[config.mk]
export PLATFORM = sky130hd
export DESIGN_NAME = tprc_top
export DESIGN_NICKNAME = d
export VERILOG_FILES = /design/src/design/tprc_pkg.sv /design/src/design/tprc_top.sv
export SDC_FILE = /design/constraint.sdc
export NUM_CORES = 1
export LEC_CHECK = 0
export ABC_CLOCK_PERIOD_IN_PS = 3500
export BUFFER_PORTS_ARGS = -buffer_cell sky130_fd_sc_hd__buf_2
export CAP_MARGIN = 10
export CORE_ASPECT_RATIO = 1.4
export CORE_MARGIN = 2
export CORE_UTILIZATION = 55
export CTS_BUF_LIST = sky130_fd_sc_hd__clkbuf_2 sky130_fd_sc_hd__clkbuf_4 sky130_fd_sc_hd__clkbuf_8
export DETAILED_ROUTE_END_ITERATION = 8
export PLACE_DENSITY = 0.78
export SLEW_MARGIN = 20
export SYNTH_ARGS = -nofsm -noshare
export SYNTH_HDL_FRONTEND = slang
export SYNTH_SLANG_ARGS = --single-unit
[constraint.sdc]
create_clock -name mclk -period 3.5 [get_ports mclk]
set_clock_uncertainty 0.05 [all_clocks]
set_input_delay 0.35 -clock mclk [delete_from_list [all_inputs] [get_ports mclk]]
set_output_delay 0.35 -clock mclk [all_outputs]
set_load 0.03 [all_outputs]
[src/design/tprc_pkg.sv]
// package of constants and carriers for the timer, prescaler and reset control block
// Notes on behaviour
// - event_counter_a prescale codes divide by 1 to 128
// - event_counter_a source: 32768 Hz or enabled main
// - event_counter_b source likewise, always 1:1 scale
// - common-count bit picks eight or four commons
// - bits 6 and 7 enable open-drain pins
// - mask register read/write, bit 6 unused
// - one prescaler serves timer or watchdog only
// - timer write loads timer, clears prescaler
// - watchdog-clear and sleep clear watchdog prescaler
// - sleep keeps prescaler when assigned to timer
// - reset from pin, supply, or watchdog timeout
// - option adds detector supply reset to power-on reset
// - reset runs oscillator, program counter zero
// - power-up clears status and indirect upper bits
// - reset clears watchdog, prescaler; wdt_enable is an input, left as driven
// - reset sets control register to all ones
// - reset clears flags, mask, both config pages
// - wake on watchdog or port input, flag set
// - falling edge of enabled source sets flag
// - event counters preset, read, restart after interrupt
// - enabled interrupt fetches from address 008H
package tprc_pkg;
  // configuration page 1 field positions
  localparam int CFG_LCD_BIT  = 0;
  localparam int CFG_PSC_LSB  = 1;
  localparam int CFG_C1S_BIT  = 4;
  localparam int CFG_C2S_BIT  = 5;
  localparam int CFG_OD6_BIT  = 6;
  localparam int CFG_OD7_BIT  = 7;
  // control register field positions
  localparam int CTL_PAB_BIT  = 3;
  // interrupt flag and mask positions
  localparam int IRQ_TMR      = 0;
  localparam int IRQ_CTR1     = 4;
  localparam int IRQ_CTR2     = 5;
  localparam int IRQ_UNUSED   = 6;
  localparam int IRQ_WAKE     = 6;
  // reset values and the mask register write mask
  localparam logic [7:0] CFG_RESET  = 8'h00;
  localparam logic [7:0] MASK_RESET = 8'h00;
  localparam logic [7:0] FLAG_RESET = 8'h00;
  localparam logic [7:0] CTL_RESET  = 8'hFF;
  localparam logic [7:0] MASK_WMASK = 8'hBF;
  // vectors
  localparam logic [11:0] RESET_VECTOR = 12'h000;
  localparam logic [11:0] IRQ_VECTOR   = 12'h008;
  // i/o control register numbers used by the core
  localparam logic [3:0] IOC_CFG  = 4'hE;
  localparam logic [3:0] IOC_MASK = 4'hF;
  localparam logic [3:0] IOC_CTR1 = 4'hB;
  localparam logic [3:0] IOC_CTR2 = 4'hC;
  // core access to i/o control registers
  typedef struct packed {
    logic       wr;    // one-cycle write strobe
    logic [3:0] addr;  // control register number
    logic       page;  // page select
    logic [7:0] data;  // write data
  } tprc_iow_t;
  // instruction strobes from the decoder
  typedef struct packed {
    logic       tmr_wr;     // write to timer
    logic [7:0] tmr_data;   // timer write data
    logic       ctl_wr;     // write to control register
    logic [7:0] ctl_data;   // control write data
    logic       wdt_clr;    // watchdog clear instruction
    logic       sleep;      // sleep instruction
    logic       flag_wr;    // write to flag register
    logic [7:0] flag_data;  // flag write data
  } tprc_instr_t;
  // reset causes
  typedef enum logic [1:0] {
    TPRC_RST_NONE,
    TPRC_RST_PIN,
    TPRC_RST_SUPPLY,
    TPRC_RST_WDT
  } tprc_cause_t;
endpackage : tprc_pkg

[src/design/tprc_top.sv]
// timer, prescaler, event counter and reset control logic
`timescale 1ns/1ps
module tprc_top #(
  parameter int WDT_BITS = 8  // watchdog counter width
) (
  input  wire logic                 mclk,
  input  wire logic                 reset,
  input  wire logic                 power_on,         // supply power-on pulse
  input  wire logic                 supply_low_n,     // voltage detector, active low
  input  wire logic                 detector_option,  // option: use detector reset
  input  wire logic                 ext_reset_n,      // external reset pin
  input  wire logic                 wdt_enable,       // watchdog enabled
  input  wire logic                 run_mode,         // green or normal mode
  input  wire logic                 main_clk_en,      // main clock enabled
  input  wire logic                 tick_32k,         // 32768 Hz tick
  input  wire logic                 tick_main,        // main clock tick
  input  wire logic                 tmr_src_tick,     // timer source tick
  input  wire logic                 wdt_src_tick,     // watchdog source tick
  input  wire logic                 gie,              // global interrupt on
  input  wire logic                 port9_wake,       // port 9 external input
  input  wire logic [7:0]           irq_src,          // interrupt sources, high level idle
  input  wire tprc_pkg::tprc_iow_t  iow,
  input  wire tprc_pkg::tprc_instr_t instr,
  output logic [7:0]                ioc_rdata,        // selected register readback
  output logic [7:0]                timer_count,
  output logic [7:0]                control_register,
  output logic [7:0]                interrupt_flag_register,
  output logic [7:0]                cfg_page1,
  output logic [7:0]                interrupt_mask_register,
  output logic                      lcd_common_count_sel,
  output logic                      pin6_open_drain_en,
  output logic                      pin7_open_drain_en,
  output logic                      irq_fetch,        // fetch from interrupt vector
  output logic                      sys_reset,        // device reset request
  output logic                      osc_run,          // oscillator kept running
  output logic [11:0]               pc_load,          // vector to load
  output logic                      power_up_clear,   // clear status/indirect upper bits
  output logic                      asleep
);
  // storage
  logic [7:0]          cfg_page0;
  logic [7:0]          ctr_a, ctr_b;
  logic [7:0]          psc;
  logic [6:0]          ctr_a_div;
  logic [WDT_BITS-1:0] wdt;
  logic [7:0]          src_q;
  logic                ovf_a_q, ovf_b_q, tmr_ovf_q;
  logic [7:0]          next_cfg_page0, next_cfg_page1, next_mask, next_ctl, next_flag;
  logic [7:0]          next_ctr_a, next_ctr_b, next_psc, next_tmr;
  logic [6:0]          next_ctr_a_div;
  logic [WDT_BITS-1:0] next_wdt;
  logic                next_asleep, next_irq_fetch, next_ovf_a, next_ovf_b, next_tmr_ovf;
  logic [7:0]          next_rdata;
  logic                tick_a, tick_b, step_a, prescaler_assign_bit, psc_tick, wdt_timeout;
  logic                next_sys_reset, next_power_up_clear;
  tprc_pkg::tprc_cause_t cause;
  logic [7:0]          div_mask;

  // source selection, each tick a single-cycle strobe so switching adds no edge
  always_comb
  begin
    tick_a   = cfg_page1[tprc_pkg::CFG_C1S_BIT] ? (tick_main & main_clk_en) : tick_32k;
    tick_b   = cfg_page1[tprc_pkg::CFG_C2S_BIT] ? (tick_main & main_clk_en) : tick_32k;
    div_mask = (8'h01 << cfg_page1[tprc_pkg::CFG_PSC_LSB +: 3]) - 8'h01;
    step_a   = tick_a && ((ctr_a_div & div_mask[6:0]) == div_mask[6:0]);
    prescaler_assign_bit      = control_register[tprc_pkg::CTL_PAB_BIT];
    // prescaler ratio in control bits 2:0, serving only the assigned user
    psc_tick = prescaler_assign_bit ? wdt_src_tick : tmr_src_tick;
  end

  // reset cause selection
  always_comb
  begin
    wdt_timeout = wdt_enable && run_mode && (&wdt) && wdt_src_tick && !asleep;
    if (!ext_reset_n)
      cause = tprc_pkg::TPRC_RST_PIN;
    else if (power_on || (detector_option && !supply_low_n))
      cause = tprc_pkg::TPRC_RST_SUPPLY;
    else if (wdt_timeout)
      cause = tprc_pkg::TPRC_RST_WDT;
    else
      cause = tprc_pkg::TPRC_RST_NONE;
    next_sys_reset      = (cause != tprc_pkg::TPRC_RST_NONE);
    next_power_up_clear = (cause == tprc_pkg::TPRC_RST_SUPPLY);
  end

  // next values for registers, counters and flags
  always_comb
  begin
    next_cfg_page0 = cfg_page0;
    next_cfg_page1 = cfg_page1;
    next_mask      = interrupt_mask_register;
    next_ctl       = control_register;
    next_flag      = interrupt_flag_register;
    next_ctr_a     = ctr_a;
    next_ctr_b     = ctr_b;
    next_ctr_a_div = ctr_a_div;
    next_psc       = psc;
    next_tmr       = timer_count;
    next_wdt       = wdt;
    next_asleep    = asleep;
    next_ovf_a     = 1'b0;
    next_ovf_b     = 1'b0;
    next_tmr_ovf   = 1'b0;
    // event counter a: prescaled up-count
    if (tick_a)
      next_ctr_a_div = ctr_a_div + 7'h01;
    if (step_a)
    begin
      next_ctr_a     = ctr_a + 8'h01;
      next_ctr_a_div = 7'h00;
      next_ovf_a     = (ctr_a == 8'hFF);
    end
    // event counter b: always 1:1
    if (tick_b)
    begin
      next_ctr_b = ctr_b + 8'h01;
      next_ovf_b = (ctr_b == 8'hFF);
    end
    // shared prescaler
    if (psc_tick)
    begin
      next_psc = psc + 8'h01;
      if ((psc & ((8'h02 << control_register[2:0]) - 8'h01)) ==
          ((8'h02 << control_register[2:0]) - 8'h01))
      begin
        next_psc = 8'h00;
        if (prescaler_assign_bit)
          next_wdt = wdt + 1'b1;
        else
        begin
          next_tmr     = timer_count + 8'h01;
          next_tmr_ovf = (timer_count == 8'hFF);
        end
      end
    end
    if (instr.wdt_clr || instr.sleep)
    begin
      next_wdt = '0;
      if (prescaler_assign_bit)
        next_psc = 8'h00;
      // with prescaler on the timer, sleep leaves it alone
    end
    if (instr.sleep)
      next_asleep = 1'b1;
    if (instr.tmr_wr)
    begin
      next_tmr = instr.tmr_data;
      next_psc = 8'h00;
    end
    if (instr.ctl_wr)
      next_ctl = instr.ctl_data;
    // register writes through the i/o control path
    if (iow.wr)
      unique case (iow.addr)
        tprc_pkg::IOC_CFG:
          if (iow.page)
            next_cfg_page1 = iow.data;
          else
            next_cfg_page0 = iow.data;
        tprc_pkg::IOC_MASK:
          next_mask = iow.data & tprc_pkg::MASK_WMASK;
        tprc_pkg::IOC_CTR1:
          if (iow.page)
            next_ctr_a = iow.data;
        tprc_pkg::IOC_CTR2:
          if (iow.page)
            next_ctr_b = iow.data;
        default:
          next_ctl = next_ctl;
      endcase
    // software clear first, so a same-cycle hardware set wins
    if (instr.flag_wr)
      next_flag = instr.flag_data;
    for (int i = 0; i < 8; i++)
      if (interrupt_mask_register[i] && src_q[i] && !irq_src[i] && i != tprc_pkg::IRQ_UNUSED)
        next_flag[i] = 1'b1;
    if (interrupt_mask_register[tprc_pkg::IRQ_CTR1] && ovf_a_q)
    begin
      next_flag[tprc_pkg::IRQ_CTR1] = 1'b1;
      next_ctr_a = 8'h00;
    end
    if (interrupt_mask_register[tprc_pkg::IRQ_CTR2] && ovf_b_q)
    begin
      next_flag[tprc_pkg::IRQ_CTR2] = 1'b1;
      next_ctr_b = 8'h00;
    end
    if (interrupt_mask_register[tprc_pkg::IRQ_TMR] && tmr_ovf_q)
      next_flag[tprc_pkg::IRQ_TMR] = 1'b1;
    // wake-up from sleep
    if (asleep && (port9_wake || (wdt_enable && (&wdt) && wdt_src_tick)))
    begin
      next_asleep                   = 1'b0;
      next_flag[tprc_pkg::IRQ_WAKE] = 1'b1;
    end
    next_irq_fetch = gie && |(next_flag & interrupt_mask_register);
    // readback
    unique case (iow.addr)
      tprc_pkg::IOC_CFG:  next_rdata = iow.page ? cfg_page1 : cfg_page0;
      tprc_pkg::IOC_MASK: next_rdata = interrupt_mask_register;
      tprc_pkg::IOC_CTR1: next_rdata = iow.page ? ctr_a : 8'h00;
      tprc_pkg::IOC_CTR2: next_rdata = iow.page ? ctr_b : 8'h00;
      default:            next_rdata = 8'h00;
    endcase
  end

  // register stage
  always_ff @(posedge mclk or posedge reset)
  begin
    if (reset)
    begin
      cfg_page0               <= tprc_pkg::CFG_RESET;
      cfg_page1               <= tprc_pkg::CFG_RESET;
      interrupt_mask_register <= tprc_pkg::MASK_RESET;
      interrupt_flag_register <= tprc_pkg::FLAG_RESET;
      control_register        <= tprc_pkg::CTL_RESET;
      psc                     <= 8'h00;
      wdt                     <= '0;
      ctr_a                   <= 8'h00;
      ctr_b                   <= 8'h00;
      ctr_a_div               <= 7'h00;
      timer_count             <= 8'h00;
      src_q                   <= 8'hFF;
      ovf_a_q                 <= 1'b0;
      ovf_b_q                 <= 1'b0;
      tmr_ovf_q               <= 1'b0;
      asleep                  <= 1'b0;
      irq_fetch               <= 1'b0;
      ioc_rdata               <= 8'h00;
      sys_reset               <= 1'b1;
      power_up_clear          <= 1'b1;
      osc_run                 <= 1'b1;
      pc_load                 <= tprc_pkg::RESET_VECTOR;
      lcd_common_count_sel    <= 1'b0;
      pin6_open_drain_en      <= 1'b0;
      pin7_open_drain_en      <= 1'b0;
    end
    else if (next_sys_reset)
    begin
      // internal reset causes reinitialise as a pin reset does
      cfg_page0               <= tprc_pkg::CFG_RESET;
      cfg_page1               <= tprc_pkg::CFG_RESET;
      interrupt_mask_register <= tprc_pkg::MASK_RESET;
      interrupt_flag_register <= tprc_pkg::FLAG_RESET;
      control_register        <= tprc_pkg::CTL_RESET;
      psc                     <= 8'h00;
      wdt                     <= '0;
      ctr_a                   <= 8'h00;
      ctr_b                   <= 8'h00;
      ctr_a_div               <= 7'h00;
      timer_count             <= 8'h00;
      src_q                   <= irq_src;
      ovf_a_q                 <= 1'b0;
      ovf_b_q                 <= 1'b0;
      tmr_ovf_q               <= 1'b0;
      asleep                  <= 1'b0;
      irq_fetch               <= 1'b0;
      ioc_rdata               <= 8'h00;
      sys_reset               <= 1'b1;
      power_up_clear          <= next_power_up_clear;
      osc_run                 <= 1'b1;
      pc_load                 <= tprc_pkg::RESET_VECTOR;
      lcd_common_count_sel    <= 1'b0;
      pin6_open_drain_en      <= 1'b0;
      pin7_open_drain_en      <= 1'b0;
    end
    else
    begin
      cfg_page0               <= next_cfg_page0;
      cfg_page1               <= next_cfg_page1;
      interrupt_mask_register <= next_mask;
      interrupt_flag_register <= next_flag;
      control_register        <= next_ctl;
      psc                     <= next_psc;
      wdt                     <= next_wdt;
      ctr_a                   <= next_ctr_a;
      ctr_b                   <= next_ctr_b;
      ctr_a_div               <= next_ctr_a_div;
      timer_count             <= next_tmr;
      src_q                   <= irq_src;
      ovf_a_q                 <= next_ovf_a;
      ovf_b_q                 <= next_ovf_b;
      tmr_ovf_q               <= next_tmr_ovf;
      asleep                  <= next_asleep;
      irq_fetch               <= next_irq_fetch;
      ioc_rdata               <= next_rdata;
      sys_reset               <= 1'b0;
      power_up_clear          <= 1'b0;
      osc_run                 <= !next_asleep;
      pc_load                 <= next_irq_fetch ? tprc_pkg::IRQ_VECTOR : tprc_pkg::RESET_VECTOR;
      lcd_common_count_sel    <= next_cfg_page1[tprc_pkg::CFG_LCD_BIT];
      pin6_open_drain_en      <= next_cfg_page1[tprc_pkg::CFG_OD6_BIT];
      pin7_open_drain_en      <= next_cfg_page1[tprc_pkg::CFG_OD7_BIT];
    end
  end
endmodule : tprc_top

==> flow_summary.toml <==
[logic_synthesis]
library_cell_with_the_highest_instance_count_after_synthesis = "dfrtp_1"
post_synth_most_frequent_cells = "dfrtp_1, nor2_1, a21oi_1"
ys_warn_count = 0
yosysUniqueCellTypes = 56
syn_area_um2 = 5737
synth-edff-count = 0
syn-mean-instance-area_um2 = 9.790
ys_top_cells_by_area = "dfrtp_1, dfstp_2, mux2i_1"
synthCells = 586
async_flop_share = 1.000
synth_area_leader_cell = "dfrtp_1"
ys_seq_area_frac = 0.4794
synth-seq-cells = 109
netlist.area_leader.share = 0.3969
synth_flop_cell = "dfrtp_1"

[worst_hold_path]
worst_hold_path.num_cells = 1
min_path_type = "input pin to register"

[setup_path]
worst-path-max-fanout = 15
worst_r2r_path_depth = 9
crit_path_cell_trace = "inv_1 -> or3_1 -> ha_1 -> xor2_1 -> o31ai_1 -> a211oi_4 -> nand3_1 -> xor2_1 -> o31ai_1"
critPathMaxStageDelay_ps = 690
worst_ep_required_time_ps = 3730
kind_of_end_point_of_the_critical_path = "register"
worst-path-stages = 9
critical_path_buf_inv_count = 1
timing.critical_path.max_delay_family = "compound AO/OA/AOI/OAI gates"
critical_path.slowest_cell = "a211oi_4"
critical_path_class = "register to register"
crit_path_start_kind = "register"
cp_data_arrival_time_ps = 3220

[detailed_routing]
first_pass_iters = 5
avgRoutedWirePerCell_um = 16.73
met2RoutedLength_um = 7041
routedLengthMet1_um = 5610
dr.max_layer_used = "met4"
finalWirelength_um = 14000
drtIter0Drc = 359
wl_met3_um = 899
drt-vias-per-instance = 5.766
ant_nets = 0
dr_total_vias = 4826
detail_route.drc_violations = 0

[timing]
finalCriticalPeriod_ps = 2988
hold_violations = 0
fmaxAchievable_mhz = 334.7
fin_ws_ps = 512.1
slew_violations = 0
relative_slew_slack = 0.3686
worst_pin_slew_ps = 943.6
setup_viol = 0
period_share = 0.8537
grt_setup_unrepaired = "no"
finalSetupTns_ps = 0

[cts]
cts_resized = 0
cts-htree-levels = 3
cts_tree = "yes"
cts_buffers = 9
root_buffer = "clkbuf_8"
hold_buffers = 0
cts_sinks = 109
max-clock-path-buffers = 2
clk_transition_reported_paths_ps = 110
postCtsSetupBuffers = 0
clock_latency_ps = 370

[floorplan]
die_width_um = 90.32
top_level_ports = 134
floorplan.die_area_um2 = 11270
core_area_um2 = 10240
rows = 44
starting_density_of_the_core = 0.5602
die_height_um = 124.8

[run_status]
outcome = "finished, final reports clean"

[grt]
via_count_of_the_first_global_routing_pass = 4803
maximum_number_of_pins_on_one_net_before_global_route_repair = 89
grt.total_usage = 0.2527
grt_antenna_before_repair = 0
grt_pass1_wl_um = 23130
grt.overflow.total = 0

[power_and_ir_drop]
power_switching_share = 0.2697
p_switching_mw = 0.6034
pwr-share-comb = 0.103
power_density_nw_per_um2 = 341.5
p_leak_nw = 3.080
cell_internal_pwr_mw = 1.634
power.share.clock = 0.316
p_seq_frac = 0.581
ir_drop_uv = 243.9

[layout]
fraction_of_layout_cells_with_a_size_suffix_above_1 = 0.2518
insertedDiodeCount = 0
post_layout_nonfiller_instances = 837
syn2layout_area_growth_pct = 14.18
fin_nets = 767
final_design_utilization = 0.6397
n_fill_cell = 865

[placement]
gpl.final_weighted_congestion = 0.8898
dp.final_hpwl_um = 10230
place_inst = 821
port_buffers = 120
post-place-ws_ps = 267.8

[flow_run]
timing.max_cap.violations = 0
-- final cells by class --
type                            instances  area (µm²)  share of cell area
Sequential cell                       109        2750              0.4199
Multi-Input combinational cell        432        2743              0.4187
Timing Repair Buffer                  126       645.6             0.09857
Tap cell                              138       172.7             0.02636
Clock buffer                           11       138.9             0.02120
Inverter                               16       65.06            0.009933
Clock inverter                          5       35.03            0.005349
-- metrics by stage --
stage / hold WS (ps) / instance area, µm² / power [mW]
final: 15.11 / 6550 / 2.237
after global routing: 3.230 / 6550 / 2.317
after CTS: 4.283 / 6540 / 2.252
after detailed placement: 421.3 / 6366 / 1.554
after global placement: 417.2 / 6366 / 1.548
after floorplan: 304.5 / 5778 / 1.474
-- path summary, 6_finish.rpt --
check / from / endpoint / slack (ps)
max: control_register[0]$_DFFE_PP1P_ / timer_count[4]$_DFFE_PP0P_ / 510
min reg2reg: cfg_page0[3]$_DFFE_PP0P_ / cfg_page0[3]$_DFFE_PP0P_ / 480
max in group asynchronous: reset / cfg_page1[0]$_DFFE_PP0P_ / 2620
min in group asynchronous: reset / interrupt_flag_register[4]$_DFF_PP0_ / 80
min: irq_src[5] / src_q[5]$_DFF_PP1_ / 20
max reg2reg: control_register[0]$_DFFE_PP1P_ / timer_count[4]$_DFFE_PP0P_ / 510
-- routing by layer --
layer / vias up / track usage
met5: - / 0
met3: 30 / 0.03267
met4: 0 / 0.1204
li1: 2254 / -
met2: 207 / 0.4418
met1: 2335 / 0.3077
-- state kept, by name, indices dropped and copies added (netlist names), 7 cells and up --
register,cells
interrupt_flag_register,8
interrupt_mask_register,7
src_q,7
timer_count,8
control_register,8
psc,8
ctr_a,8
ctr_a_div,7
ctr_b,8
cfg_page1,8
cfg_page0,8
ioc_rdata,8
wdt,8
-- power by group through the flow --
stage	Combinational, mW	Sequential, mW	Clock [mW]
2_1_floorplan	0.133	1.34	0
3_3_place_gp	0.226	1.32	0
3_5_place_dp	0.231	1.32	0
4_1_cts	0.231	1.30	0.722
5_1_grt	0.253	1.30	0.761
6_report	0.231	1.30	0.706
-- cells by family after synthesis --
kind of cell | synth area share
and+or+nand+nor | 0.1952
AOI/OAI and AO/OA | 0.1162
DFF | 0.4794
buffers and inverters | 0.05104
muxes | 0.07961
xor gates and xnor gates | 0.06259
adders and majority gates | 0.01527
other | 0.0006537
-- placed cells by master (no fill, tap or decap), drive strengths merged, types with 11 or more instances in the layout --
master / n
nor2: 63
clkbuf: 11
a21oi: 53
xor2: 31
nand4: 21
dfstp: 18
dfrtp: 91
inv: 18
nand3: 28
nand2: 41
conb: 12
buf: 126
mux2i: 43
o21ai: 25
and3: 14
(Power assumes the default switching activity.)
